**src/hw/sfhi_pkg.sv**
```systemverilog
package sfhi_pkg;
    // ----------------------------------------
    // opcodes seen by the front end
    // ----------------------------------------
    localparam logic [7:0] OP_DUAL_OUT = 8'h3B;
    localparam logic [7:0] OP_DUAL_IO = 8'hBB;
    localparam logic [7:0] OP_QUAD_OUT = 8'h6B;
    localparam logic [7:0] OP_QUAD_IO = 8'hEB;
    localparam logic [7:0] OP_WORD_QUAD = 8'hE7;
    localparam logic [7:0] OP_OCTAL_QUAD = 8'hE3;
    localparam logic [7:0] OP_ENTER_FOUR = 8'h38;
    localparam logic [7:0] OP_EXIT_FOUR = 8'hFF;
    localparam logic [7:0] OP_RESET_ENABLE = 8'h66;
    localparam logic [7:0] OP_RESET = 8'h99;

    // ----------------------------------------
    // timing
    // ----------------------------------------
    localparam int CLK_PERIOD_PS = 5000;
    localparam int TRST_US = 30;
    localparam int TRST_CYC = (TRST_US * 1000000) / CLK_PERIOD_PS;
    localparam int BUSY_CNT_W = 16;
    localparam int FIFO_DEPTH = 8;
    localparam int BYTE_BITS = 8;

    typedef enum logic [1:0] {SFHI_W1, SFHI_W2, SFHI_W4} sfhi_width_t;

    typedef struct packed {
        logic opcode;
        logic [7:0] data;
    } sfhi_rx_t;
endpackage

```
**src/hw/sfhi_sync.sv**
```systemverilog
`timescale 1ns/1ps
module sfhi_sync #(
    parameter int N = 1,
    parameter logic [N-1:0] RST_VAL = '0
) (
    input wire logic clock_i,
    input wire logic rst_i,
    input wire logic ce_i,
    input wire logic [N-1:0] d_i,
    output logic [N-1:0] q_o
);
    logic [N-1:0] stage1;

    always_ff @(posedge clock_i) begin
        if (rst_i) begin
            stage1 <= RST_VAL;
            q_o <= RST_VAL;
        end else if (ce_i) begin
            stage1 <= d_i;
            q_o <= stage1;
        end
    end
endmodule

```
**src/hw/sfhi_fifo.sv**
```systemverilog
`timescale 1ns/1ps
module sfhi_fifo #(
    parameter int WIDTH = 9,
    parameter int DEPTH = 8
) (
    input wire logic clock_i,
    input wire logic rst_i,
    input wire logic ce_i,
    input wire logic in_valid_i,
    output logic in_ready_o,
    input wire logic [WIDTH-1:0] in_data_i,
    output logic out_valid_o,
    input wire logic out_ready_i,
    output logic [WIDTH-1:0] out_data_o
);
    localparam int AW = $clog2(DEPTH);
    logic [WIDTH-1:0] mem [DEPTH];
    logic [AW-1:0] wr_ptr;
    logic [AW-1:0] rd_ptr;
    logic [AW:0] count;
    logic do_wr;
    logic do_rd;

    assign in_ready_o = (count != (AW+1)'(DEPTH));
    assign out_valid_o = (count != '0);
    assign out_data_o = mem[rd_ptr];
    assign do_wr = ce_i && in_valid_i && in_ready_o;
    assign do_rd = ce_i && out_valid_o && out_ready_i;

    always_ff @(posedge clock_i) begin
        if (rst_i) begin
            wr_ptr <= '0;
            rd_ptr <= '0;
            count <= '0;
        end else begin
            if (do_wr) begin
                mem[wr_ptr] <= in_data_i;
                wr_ptr <= (wr_ptr == AW'(DEPTH - 1)) ? '0 : wr_ptr + 1'b1;
            end
            if (do_rd) begin
                rd_ptr <= (rd_ptr == AW'(DEPTH - 1)) ? '0 : rd_ptr + 1'b1;
            end
            count <= count + (AW+1)'(do_wr) - (AW+1)'(do_rd);
        end
    end
endmodule

```
**src/hw/sfhi_top.sv**
```systemverilog
`timescale 1ns/1ps
// Overview of operation
// - chip select high: deselected, lanes floating
// - after power-up, a frame starts only on a chip select fall after a high level
// - single lane: sample input on rising edge
// - single lane: drive output on falling edge
// - dual/quad: lanes bidirectional, sample rise, drive fall
// - quad needs enable bit; pins become lanes
// - write-protect low refuses status register writes while quad enable is clear
// - pause low: float output, ignore clock, input
// - lane 3 is pause or reset without quad
// - dedicated reset pin resets in any pin configuration, but only while ce_i is high
// - clock modes 0 and 3 supported
// - dual read opcodes use lanes 0 and 1 in serial instruction mode
// - quad read opcodes use all four lanes
// - enter/exit commands switch instruction mode
// - four-lane opcode two clocks, serial eight
// - reset leaves serial instruction mode active
// - four-lane entry needs quad enable bit
// - select bit: clear pause, set reset
// - reset-enable then reset; busy while reinitialising
// - pause begins/ends with clock low only
module sfhi_top #(
    parameter int TRST_CYCLES = sfhi_pkg::TRST_CYC,
    parameter int FIFO_DEPTH = sfhi_pkg::FIFO_DEPTH
) (
    input wire logic clock_i,
    input wire logic rst_i,
    input wire logic ce_i,
    input wire logic cs_n_i,
    input wire logic sclk_i,
    input wire logic [3:0] data_lane_i,
    output logic [3:0] data_lane_o,
    output logic [3:0] data_lane_oe_o,
    input wire logic reset_pin_n_i,
    input wire logic quad_io_enable_i,
    input wire logic pause_reset_select_i,
    output logic status_write_refused_o,
    output logic four_lane_instruction_mode_o,
    output logic busy_o,
    output logic paused_o,
    output logic overrun_o,
    output logic rx_valid_o,
    input wire logic rx_ready_i,
    output sfhi_pkg::sfhi_rx_t rx_data_o,
    input wire logic tx_valid_i,
    input wire logic [7:0] tx_data_i,
    output logic tx_ready_o
);
    typedef struct packed {
        logic cs_q;
        logic sclk_q;
        logic armed;
        logic frame;
        logic paused;
        logic four_lane_instruction_mode;
        logic rst_en;
        logic busy;
        logic first;
        logic drop;
        logic drive;
        logic overrun;
        logic push;
        logic push_op;
        logic [sfhi_pkg::BUSY_CNT_W-1:0] busy_cnt;
        sfhi_pkg::sfhi_width_t rxw;
        sfhi_pkg::sfhi_width_t txw;
        logic [7:0] rx_sh;
        logic [7:0] tx_sh;
        logic [3:0] rx_cnt;
        logic [3:0] tx_cnt;
        logic [3:0] lane_out;
    } sfhi_state_t;

    sfhi_state_t st;
    sfhi_state_t next_st;

    // ----------------------------------------
    // pin synchronisers
    // ----------------------------------------
    logic [6:0] pins_s;
    logic cs_s;
    logic sclk_s;
    logic [3:0] lane_s;
    logic rpin_n_s;

    // select and clock start at their idle-low value so that neither a false arm
    // nor a false clock edge follows reset; the active-low pins start released
    sfhi_sync #(.N(7), .RST_VAL(7'h4C)) u_sync (
        .clock_i(clock_i),
        .rst_i(rst_i),
        .ce_i(ce_i),
        .d_i({reset_pin_n_i, cs_n_i, sclk_i, data_lane_i}),
        .q_o(pins_s)
    );
    assign {rpin_n_s, cs_s, sclk_s, lane_s} = pins_s;

    // ----------------------------------------
    // helpers
    // ----------------------------------------
    function automatic logic [3:0] lane_bits(input sfhi_pkg::sfhi_width_t w);
        unique case (w)
            sfhi_pkg::SFHI_W1: lane_bits = 4'h1;
            sfhi_pkg::SFHI_W2: lane_bits = 4'h2;
            sfhi_pkg::SFHI_W4: lane_bits = 4'h4;
            default: lane_bits = 4'h1;
        endcase
    endfunction

    function automatic logic [3:0] lane_mask(input sfhi_pkg::sfhi_width_t w);
        unique case (w)
            sfhi_pkg::SFHI_W1: lane_mask = 4'h2;
            sfhi_pkg::SFHI_W2: lane_mask = 4'h3;
            sfhi_pkg::SFHI_W4: lane_mask = 4'hF;
            default: lane_mask = 4'h0;
        endcase
    endfunction

    function automatic logic is_quad(input logic [7:0] op);
        is_quad = (op == sfhi_pkg::OP_QUAD_OUT) || (op == sfhi_pkg::OP_QUAD_IO) ||
            (op == sfhi_pkg::OP_WORD_QUAD) || (op == sfhi_pkg::OP_OCTAL_QUAD);
    endfunction

    // ----------------------------------------
    // pin functions
    // ----------------------------------------
    logic qe;
    logic hold_fn;
    logic hold_req;
    logic pin_rst;
    logic rise;
    logic fall;
    logic active;
    logic fifo_in_ready;

    assign qe = quad_io_enable_i;
    assign hold_fn = !qe && !pause_reset_select_i;
    assign hold_req = hold_fn && !lane_s[3];
    // dedicated pin ignores the enable bits; lane 3 only when configured as reset
    assign pin_rst = !rpin_n_s || (!qe && pause_reset_select_i && !lane_s[3]);
    assign rise = sclk_s && !st.sclk_q;
    assign fall = !sclk_s && st.sclk_q;
    assign active = st.frame && !cs_s && !st.paused && !st.drop;
    assign status_write_refused_o = !qe && !lane_s[2];

    // ----------------------------------------
    // next state
    // ----------------------------------------
    logic [7:0] in_byte;
    logic [3:0] rx_n;
    logic [3:0] tx_n;
    logic sw_rst;

    always_comb begin
        next_st = st;
        sw_rst = 1'b0;
        rx_n = lane_bits(st.rxw);
        tx_n = lane_bits(st.txw);
        in_byte = st.rx_sh;
        tx_ready_o = 1'b0;
        next_st.push = 1'b0;
        next_st.cs_q = cs_s;
        next_st.sclk_q = sclk_s;
        if (st.push && !fifo_in_ready) begin
            next_st.overrun = 1'b1;
        end
        if (st.busy) begin
            next_st.busy_cnt = st.busy_cnt - 1'b1;
            if (st.busy_cnt == sfhi_pkg::BUSY_CNT_W'(1)) begin
                next_st.busy = 1'b0;
            end
        end
        if (cs_s) begin
            next_st.armed = 1'b1;
            next_st.frame = 1'b0;
            next_st.paused = 1'b0;
            next_st.drive = 1'b0;
        end else if (st.cs_q) begin
            // a select without a prior high level, or while busy, is ignored
            if (st.armed && !st.busy) begin
                next_st.frame = 1'b1;
                next_st.first = 1'b1;
                next_st.drop = 1'b0;
                next_st.rx_cnt = 4'h0;
                next_st.tx_cnt = 4'h0;
                next_st.drive = 1'b0;
                next_st.rxw = st.four_lane_instruction_mode ? sfhi_pkg::SFHI_W4 : sfhi_pkg::SFHI_W1;
                next_st.txw = next_st.rxw;
            end
        end else if (st.frame) begin
            if (!sclk_s) begin
                next_st.paused = hold_req;
            end
            if (rise && active && !st.drive) begin
                unique case (st.rxw)
                    sfhi_pkg::SFHI_W1: in_byte = {st.rx_sh[6:0], lane_s[0]};
                    sfhi_pkg::SFHI_W2: in_byte = {st.rx_sh[5:0], lane_s[1:0]};
                    sfhi_pkg::SFHI_W4: in_byte = {st.rx_sh[3:0], lane_s};
                    default: in_byte = st.rx_sh;
                endcase
                next_st.rx_sh = in_byte;
                next_st.rx_cnt = st.rx_cnt + rx_n;
                if (next_st.rx_cnt >= 4'(sfhi_pkg::BYTE_BITS)) begin
                    next_st.rx_cnt = 4'h0;
                    next_st.push = 1'b1;
                    next_st.push_op = st.first;
                    if (st.first) begin
                        next_st.first = 1'b0;
                        next_st.rst_en = (in_byte == sfhi_pkg::OP_RESET_ENABLE);
                        if (is_quad(in_byte) && !qe) begin
                            next_st.drop = 1'b1;
                            next_st.push = 1'b0;
                        end else if (in_byte == sfhi_pkg::OP_ENTER_FOUR) begin
                            next_st.four_lane_instruction_mode = qe;
                        end else if (in_byte == sfhi_pkg::OP_EXIT_FOUR) begin
                            next_st.four_lane_instruction_mode = 1'b0;
                        end else if (in_byte == sfhi_pkg::OP_RESET) begin
                            sw_rst = st.rst_en;
                        end
                        if (!st.four_lane_instruction_mode) begin
                            unique case (in_byte)
                                sfhi_pkg::OP_DUAL_OUT: next_st.txw = sfhi_pkg::SFHI_W2;
                                sfhi_pkg::OP_DUAL_IO: begin
                                    next_st.rxw = sfhi_pkg::SFHI_W2;
                                    next_st.txw = sfhi_pkg::SFHI_W2;
                                end
                                sfhi_pkg::OP_QUAD_OUT: next_st.txw = sfhi_pkg::SFHI_W4;
                                sfhi_pkg::OP_QUAD_IO, sfhi_pkg::OP_WORD_QUAD,
                                sfhi_pkg::OP_OCTAL_QUAD: begin
                                    next_st.rxw = sfhi_pkg::SFHI_W4;
                                    next_st.txw = sfhi_pkg::SFHI_W4;
                                end
                                default: begin
                                    next_st.rxw = sfhi_pkg::SFHI_W1;
                                    next_st.txw = sfhi_pkg::SFHI_W1;
                                end
                            endcase
                        end
                    end
                end
            end
            if (fall && active) begin
                if (st.tx_cnt != 4'h0) begin
                    next_st.tx_sh = st.tx_sh << tx_n;
                    next_st.tx_cnt = st.tx_cnt - tx_n;
                    // top nibble after the shift, so a four-lane byte sends its low half
                    next_st.lane_out = next_st.tx_sh[7:4];
                end else if (tx_valid_i && !st.first) begin
                    tx_ready_o = 1'b1;
                    next_st.drive = 1'b1;
                    next_st.tx_sh = tx_data_i;
                    next_st.tx_cnt = 4'(sfhi_pkg::BYTE_BITS) - tx_n;
                    next_st.lane_out = tx_data_i[7:4];
                end else begin
                    next_st.drive = 1'b0;
                end
            end
        end
        if (!qe) begin
            next_st.four_lane_instruction_mode = 1'b0;
        end
        if (sw_rst || pin_rst) begin
            next_st = '0;
            next_st.cs_q = cs_s;
            next_st.sclk_q = sclk_s;
            next_st.busy = sw_rst;
            next_st.busy_cnt = sfhi_pkg::BUSY_CNT_W'(TRST_CYCLES);
        end
    end

    always_ff @(posedge clock_i) begin
        if (rst_i) begin
            st <= '0;
        end else if (ce_i) begin
            st <= next_st;
        end
    end

    // ----------------------------------------
    // lane outputs
    // ----------------------------------------
    logic [3:0] out_map;

    // single lane drives lane 1 only; wider modes use the top bits in lane order
    always_comb begin
        unique case (st.txw)
            sfhi_pkg::SFHI_W1: out_map = {2'b00, st.lane_out[3], 1'b0};
            sfhi_pkg::SFHI_W2: out_map = {2'b00, st.lane_out[3:2]};
            sfhi_pkg::SFHI_W4: out_map = st.lane_out;
            default: out_map = 4'h0;
        endcase
    end

    assign data_lane_o = out_map;
    assign data_lane_oe_o = (st.drive && st.frame && !cs_s && !st.paused) ?
        lane_mask(st.txw) : 4'h0;
    assign four_lane_instruction_mode_o = st.four_lane_instruction_mode;
    assign busy_o = st.busy;
    assign paused_o = st.paused;
    assign overrun_o = st.overrun;

    // ----------------------------------------
    // received byte queue
    // ----------------------------------------
    sfhi_fifo #(.WIDTH($bits(sfhi_pkg::sfhi_rx_t)), .DEPTH(FIFO_DEPTH)) u_fifo (
        .clock_i(clock_i),
        .rst_i(rst_i),
        .ce_i(ce_i),
        .in_valid_i(st.push),
        .in_ready_o(fifo_in_ready),
        .in_data_i({st.push_op, st.rx_sh}),
        .out_valid_o(rx_valid_o),
        .out_ready_i(rx_ready_i),
        .out_data_o(rx_data_o)
    );

    // ----------------------------------------
    // checks
    // ----------------------------------------
    deselect_float_a: assert property (@(posedge clock_i) disable iff (rst_i)
        cs_s && $past(cs_s) && $past(ce_i) |-> data_lane_oe_o == 4'h0 && !st.drive)
        else $error("lanes driven while deselected");
    select_armed_a: assert property (@(posedge clock_i) disable iff (rst_i)
        st.frame |-> st.armed)
        else $error("frame began before chip select high seen");
    single_sample_a: assert property (@(posedge clock_i) disable iff (rst_i || !ce_i)
        rise && active && !st.drive && st.rxw == sfhi_pkg::SFHI_W1 && !pin_rst && !sw_rst
        |=> st.rx_sh[0] == $past(lane_s[0]))
        else $error("serial input not captured on rising edge");
    out_on_fall_a: assert property (@(posedge clock_i) disable iff (rst_i || !ce_i)
        st.lane_out != $past(st.lane_out) |-> $past(fall) || $past(pin_rst || sw_rst))
        else $error("output changed off a falling edge");
    quad_needs_qe_a: assert property (@(posedge clock_i) disable iff (rst_i || !ce_i)
        !qe ##1 !qe |-> !st.four_lane_instruction_mode)
        else $error("four-lane mode held without quad enable");
    pause_float_a: assert property (@(posedge clock_i) disable iff (rst_i)
        st.paused |-> data_lane_oe_o == 4'h0 && !tx_ready_o)
        else $error("output active during pause");
    pause_start_a: assert property (@(posedge clock_i) disable iff (rst_i || !ce_i)
        st.frame && !cs_s && !sclk_s && hold_req && !pin_rst |=> st.paused)
        else $error("pause not taken with clock low");
    pause_hold_a: assert property (@(posedge clock_i) disable iff (rst_i || !ce_i)
        st.frame && !cs_s && sclk_s && !pin_rst |=> st.paused == $past(st.paused))
        else $error("pause changed while clock high");
    qpi_entry_a: assert property (@(posedge clock_i) disable iff (rst_i)
        $rose(st.four_lane_instruction_mode) |-> $past(qe) && $past(st.frame))
        else $error("four-lane entry without quad enable");
    busy_block_a: assert property (@(posedge clock_i) disable iff (rst_i || !ce_i)
        $rose(st.busy) |-> !st.four_lane_instruction_mode ##1 (st.busy && !st.frame) [*8])
        else $error("commands taken during software reset");
endmodule

```
**config.mk**
```make
export PLATFORM = sky130hd
export DESIGN_NAME = sfhi_top
export DESIGN_NICKNAME = d
export VERILOG_FILES = /design/src/hw/sfhi_pkg.sv /design/src/hw/sfhi_sync.sv /design/src/hw/sfhi_fifo.sv /design/src/hw/sfhi_top.sv
export SDC_FILE = /design/constraint.sdc
export NUM_CORES = 1
export LEC_CHECK = 0
export BUFFER_PORTS_ARGS = -buffer_cell sky130_fd_sc_hd__buf_2
export CAP_MARGIN = 10
export CORE_ASPECT_RATIO = 0.5
export CORE_UTILIZATION = 59
export DETAILED_ROUTE_END_ITERATION = 10
export PLACE_DENSITY = 0.78
export SETUP_SLACK_MARGIN = 0.1
export SYNTH_ARGS = -nofsm -noshare
export SYNTH_HDL_FRONTEND = slang
export SYNTH_SLANG_ARGS = --single-unit
```
**constraint.sdc**
```tcl
create_clock -name clock_i -period 6.2 [get_ports clock_i]
set_clock_uncertainty 0.05 [all_clocks]
set_input_delay 1.24 -clock clock_i [delete_from_list [all_inputs] [get_ports clock_i]]
set_output_delay 1.24 -clock clock_i [all_outputs]
set_load 0.01 [all_outputs]
```
[Word level (Yosys, flattened, before mapping)]
Memory sizes are Yosys's and may differ from the RTL's. A register that Yosys moved wholly into a read port is not among the register bits.
Index checks and enable logic that the tools add are counted.
Operators by class
  muxes and demuxes: 94
  shifts and indexed selects: 1
  reductions and logical operators: 89
  equal/unequal tests: 35
  order comparisons: 1
  $add $sub $neg: 8
Operators with widths (number)
  8-bit 2-to-1 mux: 12
  32-bit 2-to-1 mux: 2
  60-bit 2-to-1 mux: 1
  8-bit equality test, second input constant: 6
  1-bit 2-to-1 mux: 37
  4-bit 2-to-1 mux: 9
  16-bit 2-to-1 mux: 2
  3-bit nonzero test: 10
  2-bit 2-to-1 mux: 14
  3-bit 2-to-1 mux: 9
  1-bit logical AND: 24
  3-bit by 1-bit != test with 1-bit output, second input constant: 8
  4-bit case mux with 3 select lines: 2
  8-bit case mux with 3 select lines: 1
  6-bit AND reduction: 4
  4-bit nonzero test: 5
  9-bit AND reduction: 2
  16-bit by 1-bit equality test with 1-bit output, second input constant: 1
  8-bit by 6-bit equality test with 1-bit output, second input constant: 2
  8-bit by 7-bit equality test with 1-bit output, second input constant: 2
  8-bit AND reduction: 2
  2-bit nonzero test: 8
  16-bit by 1-bit subtractor with 16-bit output, second input constant: 1
  5-bit AND reduction: 3
  32 further kinds: 61
Storage, ports and cells
  output and inout bits: 24
  register bits: 86
  memory bits (writable): 72
  memories: 1
  input port bits: 22
  word-level logic and storage cells: 256
Memories
  u_fifo.mem: depth 8, width 9, rd ports 1, clocked after memory_dff 1, wr ports 1, RTL line sfhi_fifo.sv:17  | logic [WIDTH-1:0] mem [DEPTH];

[Longest topological paths before layout]
Gate-level depths: netlist (run 1).
  depth after elaboration: 25
  depth in mapped cells: 13
  depth with buffers taken out: 12

[Modules after synthesis]
Synthesis (run 1) repeated with hierarchy kept, for this count alone.
Unflattened totals
  cells, all modules: 699
  area, all modules: 7897.6 um^2
Modules (own cells, without submodules)
  sfhi_top: instances 1, seq. area each 1161.1 um^2, area an instance 3871.2 um^2, cells each 476
  sfhi_fifo: instances 1, seq. area each 2422.3 um^2, area an instance 3507.1 um^2, cells each 178
  sfhi_sync: instances 1, seq. area each 280.3 um^2, area an instance 519.2 um^2, cells each 45

[Least setup slack after synthesis (run 1)]
No wires, ideal clock.
  kind: reg-to-output
  start: reg with a tool-made name
  end: out rx_data_o[0] (netlist bit)
  buffers on the path: 2
  setup slack: 2747 ps
  data required time: 4910 ps
  data arrival time: 2163 ps
  stages on the path, launching flop included: 5
  cells stage by stage: dfxtp_1 > clkbuf_1 > clkbuf_1 > mux4_2 > mux2_2
RTL lines
  end: declaration: RTL line sfhi_top.sv:45  | output sfhi_pkg::sfhi_rx_t rx_data_o,

[Worst setup path after layout (run 1)]
  start: reg st[30] (netlist bit)
  end: reg st[12] (netlist bit)
On the way
  longest elaborated chain between the ends: 21
  elaborated cells between the ends (all ways): 40
  those cells by class: add/sub (1); order compare (1); eq/ne (11); mux (17); reduce/logical (10)
RTL lines
  start: declaration: RTL line sfhi_top.sv:75  | sfhi_state_t st;
  start signal: assignment: RTL line sfhi_top.sv:275  | st <= next_st;
  parallel branches: the longest is 13 deep, another holds 8-bit case mux with 3 select lines
  1-bit 2-to-1 mux (*): RTL line sfhi_top.sv:203  | if (next_st.rx_cnt >= 4'(sfhi_pkg::BYTE_BITS)) begin
  1-bit 2-to-1 mux (*): RTL line sfhi_top.sv:194  | if (rise && active && !st.drive) begin
  1-bit 2-to-1 mux (*): RTL line sfhi_top.sv:190  | end else if (st.frame) begin
  1-bit 2-to-1 mux (*): RTL line sfhi_top.sv:178  | end else if (st.cs_q) begin
  1-bit 2-to-1 mux (*): RTL line sfhi_top.sv:173  | if (cs_s) begin
  1-bit logical OR (*): RTL line sfhi_top.sv:262  | if (sw_rst || pin_rst) begin
  2-bit != test (no source line) (tied with other cells)
  6-bit AND reduction (no source line)
Mark *: on every way between the ends. The select of a mux whose other input is x is not followed.
A chain may end at the register's enable or synchronous reset.

==> impl_metrics.json, run 1 <==
{
  "run_status": "finished, final reports clean",
  "dpl.hpwl_microns": 10900,
  "worstPathRequired_ns": 6.52,
  "avgSynthCellArea_sq_um": 10.9,
  "setup.worst_path.start_class": "flip-flop",
  "tritoncts": "built",
  "grt_start_max_net_pins": 48,
  "asyncSetResetFlopFracSynth": 0,
  "post_cts_hold_buffer_count": 0,
  "postLayoutCellArea_sq_mm": 0.00854,
  "synth_sequential_area_ratio": 0.505,
  "synth_cell_type_count": 68,
  "critPathMaxFanout": 27,
  "antenna_found_initial": 0,
  "worst_slew_margin_rel": 0.370,
  "grt.total_usage": 0.251,
  "vias": 5482,
  "core-area_sq_mm": 0.0122,
  "grt_setup_unrepaired": "false",
  "synth_top_cell_area_share": 0.282,
  "final_layout_size_suffix_gt1_frac": 0.171,
  "finalWeightedCongestion": 0.870,
  "clk_latency_ns": 0.42,
  "grt_pass1_vias": 5184,
  "yosys_register_bits": 157,
  "maxSlewViolCount": 0,
  "num_antenna_cells": 0,
  "critPathKind": "reg2reg",
  "clock.fmax_mhz": 280,
  "wire_length_of_the_first_global_routing_pass_microns": 25900,
  "synth_largest_area_cell": "sky130_fd_sc_hd__edfxtp_1",
  "leakage_nw": 3.20,
  "maximum_clock_path_buffer_count": 2,
  "ys.flop_type": "sky130_fd_sc_hd__dfxtp_1",
  "number_of_buffers_inserted_during_clock_tree_synthesis": 17,
  "final_core_density": 0.699,
  "dpl_cell_area_sq_mm": 0.00797,
  "minimum_clock_period_ns": 3.57,
  "number_of_enable_type_register_cells_in_the_synthesized_netlist": 72,
  "post_synth_instance_area_sq_mm": 0.00765,
  "wl_microns": 16000,
  "syn-num-nets": 753,
  "post_cts_repair_resize_count": 0,
  "floorplan.die_area_sq_mm": 0.0135,
  "boundaryPins": 46,
  "irDropWorstVdd_uv": 147,
  "worstPathArrival_ns": 3.88,
  "final_antenna_net_count": 0,
  "vias_per_cell": 6.01,
  "worst_pin_slew_ns": 0.941,
  "row_count": 28,
  "report.final.hold_viol_count": 0,
  "hp-class": "reg2reg",
  "placement.io_buffers": 45,
  "gr_ovfl_total": 0,
  "die_w_microns": 163,
  "final.fill_count": 888,
  "post-route-drc-count": 0,
  "cts_setup_buffers": 0,
  "initial_core_util": 0.626,
  "cp-end-kind": "flip-flop",
  "cts.reportedPaths.clkPinSlew_ns": 0.07,
  "fin_tns_setup_ns": 0,
  "clock_sink_count": 157,
  "area_delta_synth_final_pct": 11.6,
  "yosysWarningCount": 0,
  "drt_pass1_iterations": 8,
  "syn_inst": 700,
  "num-nets-final": 787,
  "max-cap-violations": 0,
  "power-per-cell-area_mw_per_mm2": 272,
  "root_buffer": "sky130_fd_sc_hd__clkbuf_16",
  "detail_route.wl_per_cell_microns": 17.6,
  "drt_first_iter_violations": 484,
  "setup_violations": 0,
  "die_height_microns": 82.5,
  "synth.area.top_cells": "sky130_fd_sc_hd__edfxtp_1 (28%), sky130_fd_sc_hd__dfxtp_1 (22%), sky130_fd_sc_hd__mux4_2 (5.3%)",
  "final.period_utilization": 0.575,
  "ctsHtreeMaxLevel": 4
}
worst max-delay path: stages (launching register included):
cell and delay [ns]:
sky130_fd_sc_hd__dfxtp_1 0.42, sky130_fd_sc_hd__inv_1 0.09, sky130_fd_sc_hd__ha_1 0.34, sky130_fd_sc_hd__ha_1 0.37, sky130_fd_sc_hd__and3_1 0.20, sky130_fd_sc_hd__or3_1 0.38
sky130_fd_sc_hd__and4_4 0.22, sky130_fd_sc_hd__a31o_2 0.42, sky130_fd_sc_hd__nor4_1 0.76, sky130_fd_sc_hd__a32o_1 0.25
power breakdown:
group	internal (mW)	total (mW)	switching, mW
logic	0.0907	0.206	0.115
clock network	0.535	1.00	0.468
registers	1.10	1.11	0.0176
total	1.72	2.32	0.601
final timing paths:
check,startpoint,end,slack (ns),cells past startpoint
max,st[30],st[12],2.63,9
min,st[59],st[59],0.42,2
max reg2reg,st[30],st[12],2.63,9
min reg2reg,st[59],st[59],0.42,2
cells in the final DEF, fill, tap and decap left out, types with 4 or more instances in the layout:
cell | netlist | final
sky130_fd_sc_hd__a211oi_1 | 4 | 4
sky130_fd_sc_hd__a21o_1 | 6 | 6
sky130_fd_sc_hd__a21oi_1 | 44 | 44
sky130_fd_sc_hd__a22o_1 | 5 | 5
sky130_fd_sc_hd__a22oi_1 | 10 | 10
sky130_fd_sc_hd__and2_1 | 8 | 8
sky130_fd_sc_hd__buf_2 | 3 | 45
sky130_fd_sc_hd__buf_4 | 1 | 6
sky130_fd_sc_hd__clkbuf_16 | 0 | 17
sky130_fd_sc_hd__dfxtp_1 | 85 | 85
sky130_fd_sc_hd__edfxtp_1 | 72 | 72
sky130_fd_sc_hd__ha_1 | 28 | 28
sky130_fd_sc_hd__inv_1 | 32 | 32
sky130_fd_sc_hd__inv_6 | 0 | 4
sky130_fd_sc_hd__inv_8 | 0 | 6
sky130_fd_sc_hd__mux2_2 | 14 | 14
sky130_fd_sc_hd__mux2i_1 | 26 | 26
sky130_fd_sc_hd__mux4_2 | 18 | 18
sky130_fd_sc_hd__nand2_1 | 46 | 46
sky130_fd_sc_hd__nand2b_1 | 9 | 9
sky130_fd_sc_hd__nand3_1 | 15 | 15
sky130_fd_sc_hd__nand3b_1 | 7 | 7
sky130_fd_sc_hd__nand4_1 | 5 | 5
sky130_fd_sc_hd__nor2_1 | 69 | 69
sky130_fd_sc_hd__nor2b_1 | 8 | 8
sky130_fd_sc_hd__nor3_1 | 19 | 19
sky130_fd_sc_hd__nor3b_1 | 7 | 7
sky130_fd_sc_hd__nor4_1 | 5 | 5
sky130_fd_sc_hd__o21a_1 | 6 | 6
sky130_fd_sc_hd__o21ai_0 | 23 | 23
sky130_fd_sc_hd__o31ai_1 | 5 | 5
sky130_fd_sc_hd__or3_1 | 10 | 10
sky130_fd_sc_hd__or4_1 | 7 | 7
sky130_fd_sc_hd__xnor2_1 | 10 | 10
sky130_fd_sc_hd__xor2_1 | 7 | 7
layer usage:
metal	global-route usage	wire [microns]	vias to the layer above
li1	-	-	2656
met1	0.340	7750	2659
met2	0.411	7380	149
met3	0.0425	747	18
met4	0.0953	151	0
met5	0	0	-
logic make-up after synthesis:
family / after synthesis / synth area share
flops: 157 / 0.505
xor+xnor: 17 / 0.0195
compound gates: 137 / 0.118
buf+inv: 68 / 0.0363
simple gates: 232 / 0.160
fa+ha+maj: 31 / 0.0536
mux: 58 / 0.108
registers in the layout, summed over array words and instances (netlist names), named ones only:
register                      cells
u_fifo.wr_ptr                     3
overrun_o                         1
u_fifo.rd_ptr                     3
u_sync.q_o                        7
st                               54
u_fifo.count                      4
four_lane_instruction_mode_o      1
u_sync.stage1                     7
u_fifo.mem                       72
paused_o                          1
busy_o                            1
through the flow:
stage | std cells | setup WS (ns) | total power [mW] | hold slack [ns]
after floorplan | 700 | 2.75 | 1.29 | 0.379
after global placement | 879 | 2.34 | 1.33 | 0.394
after detailed placement | 879 | 2.20 | 1.34 | 0.404
after CTS | 911 | 2.58 | 2.33 | 0.423
after global routing | 912 | 2.50 | 2.40 | 0.457
final | 912 | 2.63 | 2.32 | 0.425
final cells by class:
class | instances | area (sq um) | area share
Sequential cell | 157 | 3860 | 0.452
Multi-Input combinational cell | 475 | 3510 | 0.411
Clock buffer | 17 | 425 | 0.0498
Timing Repair Buffer | 51 | 270 | 0.0316
Tap cell | 165 | 206 | 0.0242
Clock inverter | 15 | 145 | 0.0170
Inverter | 32 | 120 | 0.0141
cells in the mapped netlist (all sizes together) (8+ instances only):
master / count
nand3: 15
mux2: 14
buf: 14
nand2: 46
ha: 28
inv: 32
mux2i: 26
o21ai: 26
nand2b: 9
dfxtp: 85
nor3: 20
and2: 8
or3: 10
clkbuf: 22
a21oi: 44
xnor2: 10
nor2b: 8
a22oi: 10
edfxtp: 72
nor2: 69
mux4: 18
No activity file was read; power rests on OpenSTA's default activity.
==> run 2: changes to the inputs <==
==> constraint.sdc (replaced) <==
create_clock -name clock_i -period 3.3 [get_ports clock_i]
set_clock_uncertainty 0.05 [all_clocks]
set_input_delay 0.66 -clock clock_i [delete_from_list [all_inputs] [get_ports clock_i]]
set_output_delay 0.66 -clock clock_i [all_outputs]
set_load 0.01 [all_outputs]
==> impl_metrics.json, run 2 (synthesis gave the netlist of run 1 again) <==
{
  "final_cells": 932,
  "rr_endpoint": "st[18]",
  "report.final.hold_viol_count": 0,
  "run_status": "finished, final reports clean",
  "maxSlewViolCount": 0,
  "largestRegisters": "u_fifo.mem (72), st (54)",
  "grt.total_usage": 0.260,
  "final.period_utilization": 0.930,
  "die_height_microns": 82.5,
  "worstPathRequired_ns": 3.60,
  "fin_tns_setup_ns": 0,
  "boundaryPins": 46,
  "row_count": 28,
  "irDropWorstVdd_uv": 304,
  "ff_latch_area_sq_mm": 0.00386,
  "num-nets-final": 807,
  "clock.fmax_mhz": 326,
  "worstHoldStart": "reset_pin_n_i",
  "antenna_found_initial": 0,
  "clock_sink_count": 157,
  "wire_length_of_the_first_global_routing_pass_microns": 26500,
  "post-route-drc-count": 0,
  "finalWeightedCongestion": 0.866,
  "regToRegStartpoint": "st[30]",
  "placement.io_buffers": 45,
  "slowest_stage": "sky130_fd_sc_hd__or4_1",
  "setup_violations": 0,
  "cts_setup_buffers": 0,
  "max_ffs_per_register": 72,
  "initial_core_util": 0.626,
  "final_core_density": 0.717,
  "final_antenna_net_count": 0,
  "critPathMaxFanout": 14,
  "largest-register": "u_fifo.mem",
  "worst_pin_slew_ns": 0.669,
  "minimum_clock_period_ns": 3.07,
  "tritoncts": "built",
  "drt_first_iter_violations": 521,
  "grt_setup_unrepaired": "false",
  "leakage_nw": 3.32,
  "detail_route.wl_per_cell_microns": 17.7,
  "vias": 5636,
  "worst-r2r-setup-slack_ns": 0.23,
  "grt_pass1_vias": 5254,
  "holdPathEnd": "u_sync.stage1[6]",
  "worst_slew_margin_rel": 0.551,
  "setup.worst_path.start_class": "flip-flop",
  "final.fill_count": 912,
  "vias_per_cell": 6.05,
  "core-area_sq_mm": 0.0122,
  "number_of_buffers_inserted_during_clock_tree_synthesis": 17,
  "root_buffer": "sky130_fd_sc_hd__clkbuf_16",
  "num_antenna_cells": 0,
  "power-per-cell-area_mw_per_mm2": 516,
  "wl_microns": 16500,
  "placed_cells_incl_taps": 900,
  "gr_ovfl_total": 0,
  "clk_latency_ns": 0.42,
  "cts.reportedPaths.clkPinSlew_ns": 0.07,
  "area_delta_synth_final_pct": 14.5,
  "post_cts_hold_buffer_count": 0,
  "finalPower_mw": 4.53,
  "drt_pass1_iterations": 9,
  "mostFrequentLayoutCell": "sky130_fd_sc_hd__dfxtp_1",
  "ctsHtreeMaxLevel": 4,
  "final_layout_size_suffix_gt1_frac": 0.197,
  "final.hold.worst_slack_ns": 0.397,
  "worstPathCellList": "inv_1 > ha_1 > ha_1 > and3_1 > or3_1 > and4_4 > a31o_4 > or4_1 > a21oi_2 > o2bb2ai_1",
  "cp_slowest_stage_delay_ns": 0.51,
  "critPathKind": "reg2reg",
  "critical-path-top-cell-by-count": "sky130_fd_sc_hd__ha_1",
  "multi_input_comb_area_sq_mm": 0.00353,
  "max-cap-violations": 0,
  "worstPathArrival_ns": 3.37,
  "layout_common_cells": "sky130_fd_sc_hd__dfxtp_1 (84), sky130_fd_sc_hd__edfxtp_1 (72), sky130_fd_sc_hd__nor2_1 (69)",
  "cp-end-kind": "flip-flop",
  "die_w_microns": 163,
  "dpl.hpwl_microns": 11100,
  "maximum_clock_path_buffer_count": 2,
  "hold_path_depth": 2,
  "grt_start_max_net_pins": 28,
  "hp-class": "in2reg",
  "floorplan.die_area_sq_mm": 0.0135,
  "timing.reg2reg.worst_path_depth": 10
}
[run 2: where the power goes]
| part | switching [mW] | internal (mW) | leakage [nW] | total [mW] |
|---|---|---|---|---|
| sequential | 0.0286 | 2.06 | 1.38 | 2.09 |
| combinational | 0.219 | 0.178 | 1.64 | 0.397 |
| clock | 0.882 | 1.16 | 0.299 | 2.04 |
| total | 1.13 | 3.40 | 3.32 | 4.53 |
[run 2: timing repair]
action                                  4_1_cts  5_1_grt
gates resized for setup                       1        3
endpoints found under the hold margin         0        0
pin swaps                                     0        1
endpoints found under the setup margin        3       25
[run 2: layout make-up]
class / count / area share
sequential: 157 / 0.441
clock inverter: 15 / 0.0224
clock buffer: 17 / 0.0485
multi-input combinational: 475 / 0.403
timing repair buffer: 71 / 0.0480
inverter: 32 / 0.0137
tap: 165 / 0.0235
[run 2: worst max-delay path by stage]
stage | endpoint | from | cells after the start
global route | st[16] | st[31] | 10
floorplan | st[12] | st[30] | 10
global placement | st[12] | st[30] | 10
CTS | st[18] | st[30] | 10
finish | st[18] | st[30] | 10
detailed placement | st[18] | st[30] | 10
[run 2: critical path, delay by kind of cell, from the launching register on]
kind | cells | cell delay, ns
adders and majority gates | 2 | 0.57
buffers and inverters | 1 | 0.07
DFF | 1 | 0.37
AOI/OAI and AO/OA | 3 | 0.63
and+or+nand+nor | 4 | 1.31
[run 2: metal layers]
metal / up-vias / GRT usage / wire length, microns
li1: 2697 / - / -
met1: 2701 / 0.351 / 7650
met2: 205 / 0.429 / 7740
met3: 33 / 0.0420 / 920
met4: 0 / 0.0953 / 220
met5: - / 0 / 0
[run 2: per-stage QoR]
stage,area (sq um),worst slack (ns)
2_1_floorplan,7650,0.405
6_report,8770,0.233
5_1_grt,8770,0.102
4_1_cts,8750,0.119
3_5_place_dp,8120,0.101
3_3_place_gp,8120,0.221
==> run 3: changes to the inputs <==
--- a/config.mk
+++ b/config.mk
@@ -7,10 +7,12 @@
 export LEC_CHECK = 0
 export BUFFER_PORTS_ARGS = -buffer_cell sky130_fd_sc_hd__buf_2
 export CAP_MARGIN = 10
+export CELL_PAD_IN_SITES_DETAIL_PLACEMENT = 1
+export CELL_PAD_IN_SITES_GLOBAL_PLACEMENT = 1
 export CORE_ASPECT_RATIO = 0.5
-export CORE_UTILIZATION = 59
+export CORE_UTILIZATION = 49
 export DETAILED_ROUTE_END_ITERATION = 10
-export PLACE_DENSITY = 0.78
+export PLACE_DENSITY_LB_ADDON = 0.1
 export SETUP_SLACK_MARGIN = 0.1
 export SYNTH_ARGS = -nofsm -noshare
 export SYNTH_HDL_FRONTEND = slang
==> impl_metrics.json, run 3 (synthesis gave the netlist of run 1 again) <==
{
  "wl_microns": 20100,
  "post_cts_hold_buffer_count": 0,
  "antenna_found_initial": 0,
  "detail_route.wl_per_cell_microns": 20.7,
  "ctsHtreeMaxLevel": 4,
  "cp-end-kind": "flip-flop",
  "drt_pass1_iterations": 4,
  "vias_per_cell": 5.91,
  "die_w_microns": 179,
  "fin_tns_setup_ns": 0,
  "setup_violations": 0,
  "final_layout_size_suffix_gt1_frac": 0.208,
  "max-cap-violations": 0,
  "grt_pass1_vias": 5949,
  "net-switching-power_mw": 1.15,
  "finalPower_mw": 4.62,
  "layout_common_cells": "sky130_fd_sc_hd__dfxtp_1 (84), sky130_fd_sc_hd__edfxtp_1 (72), sky130_fd_sc_hd__nor2_1 (68)",
  "worst_slew_margin_rel": 0.570,
  "max_ffs_per_register": 72,
  "power.sequential.fraction": 0.453,
  "root_buffer": "sky130_fd_sc_hd__clkbuf_16",
  "num_antenna_cells": 0,
  "grt.total_usage": 0.261,
  "drt_first_iter_violations": 368,
  "cp_slowest_stage_delay_ns": 0.55,
  "setup_ws_ns": 0.251,
  "largestRegisters": "u_fifo.mem (72), st (54)",
  "grt_setup_unrepaired": "false",
  "number_of_buffers_inserted_during_clock_tree_synthesis": 17,
  "dpl_worst_slack_ns": 0.105,
  "worst-r2r-setup-slack_ns": 0.25,
  "mostFrequentLayoutCell": "sky130_fd_sc_hd__dfxtp_1",
  "report.final.hold_viol_count": 0,
  "final_antenna_net_count": 0,
  "worstPathArrival_ns": 3.31,
  "final.period_utilization": 0.924,
  "dpl.hpwl_microns": 13800,
  "cts.reportedPaths.clkPinSlew_ns": 0.07,
  "setup.worst_path.start_class": "flip-flop",
  "finalWeightedCongestion": 0.864,
  "post-route-drc-count": 0,
  "row_count": 31,
  "hp-class": "in2reg",
  "worstPathRequired_ns": 3.56,
  "slowest_stage": "sky130_fd_sc_hd__or4b_1",
  "core-area_sq_mm": 0.0149,
  "pwr-share-comb": 0.092,
  "floorplan.die_area_sq_mm": 0.0162,
  "die_height_microns": 90.4,
  "wire_length_of_the_first_global_routing_pass_microns": 32200,
  "vias": 5740,
  "worstPathCellList": "inv_1 > ha_1 > ha_1 > and3_1 > or3_1 > and4_4 > a31o_4 > or4b_1 > a41o_1",
  "clock.fmax_mhz": 328,
  "run_status": "finished, final reports clean",
  "clkPwrFrac": 0.455,
  "irDropWorstVdd_uv": 366,
  "num-nets-final": 813,
  "critical-path-top-cell-by-count": "sky130_fd_sc_hd__ha_1",
  "boundaryPins": 46,
  "power.internal_mw": 3.47,
  "clk_latency_ns": 0.42,
  "leakage_nw": 3.34,
  "area_delta_synth_final_pct": 16.1,
  "gr_ovfl_total": 0,
  "critPathKind": "reg2reg",
  "worst_pin_slew_ns": 0.636,
  "maxSlewViolCount": 0,
  "grt_start_max_net_pins": 30,
  "tritoncts": "built",
  "critPathMaxFanout": 13,
  "placement.io_buffers": 45,
  "clock_sink_count": 157,
  "maximum_clock_path_buffer_count": 2,
  "largest-register": "u_fifo.mem",
  "swShare": 0.250,
  "initial_core_util": 0.515,
  "minimum_clock_period_ns": 3.05,
  "power-per-cell-area_mw_per_mm2": 520
}
==> run 3: cell types whose count changed in the layout (fill, tap and decap cells not counted), sizes merged <==
cell | before | now
bufinv | 2 | 3
buf | 71 | 77
clkbuf | 17 | 18
inv | 41 | 39
==> run 3: worst max-delay path: cells and delay by family (launching register included) <==
kind | cells | cell delay, ns
flip-flops | 1 | 0.38
adder cells (fa/ha/maj) | 2 | 0.55
AO/OA/AOI/OAI | 2 | 0.55
AND/OR/NAND/NOR | 4 | 1.34
buffers and inverters | 1 | 0.07
==> run 3: per-layer routing <==
layer | share of wire | track usage
met5 | 0 | 0
met4 | 0.0079 | 0.0629
met3 | 0.028 | 0.0438
met2 | 0.49 | 0.438
met1 | 0.47 | 0.350
==> run 3: what timing repair did <==
item / 4_1_cts / 5_1_grt
buffers inserted: 0 / 4
pin swaps: 0 / 6
hold endpoints to repair: 0 / 0
setup endpoints to repair: 3 / 38
resized for setup: 1 / 10
==> run 3: cell type report <==
type                            instances  area (sq um)
Fill cell                            1569          5970
Sequential cell                       157          3860
Multi-Input combinational cell        475          3560
Timing Repair Buffer                   77           465
Clock buffer                           18           429
Tap cell                              198           248
Clock inverter                         14           196
Inverter                               32           120
==> run 3: final timing paths <==
path,startpoint,to,depth (start not counted)
worst min register to register,u_sync.stage1[6],u_sync.q_o[6],2
worst max-delay path,st[30],st[51],9
worst min-delay path,reset_pin_n_i,u_sync.stage1[6],2
worst max register to register,st[30],st[51],9
==> run 3: stage by stage <==
stage | hold slack, ns | cell area (sq um) | instances | util
2_1_floorplan | 0.379 | 7650 | 700 | -
3_3_place_gp | 0.394 | 8180 | 935 | 0.551
3_5_place_dp | 0.408 | 8180 | 935 | 0.551
4_1_cts | 0.395 | 8810 | 967 | 0.593
5_1_grt | 0.387 | 8880 | 971 | 0.598
6_report | 0.403 | 8880 | 971 | 0.598
==> run 3: power by group through the flow <==
| stage | Clock (mW) | Sequential (mW) | Combinational [mW] |
|---|---|---|---|
| detailed placement | 0 | 2.14 | 0.420 |
| CTS | 2.12 | 2.09 | 0.425 |
| global route | 2.21 | 2.10 | 0.478 |
| finish | 2.10 | 2.09 | 0.425 |
| floorplan | 0 | 2.12 | 0.303 |
| global placement | 0 | 2.13 | 0.396 |
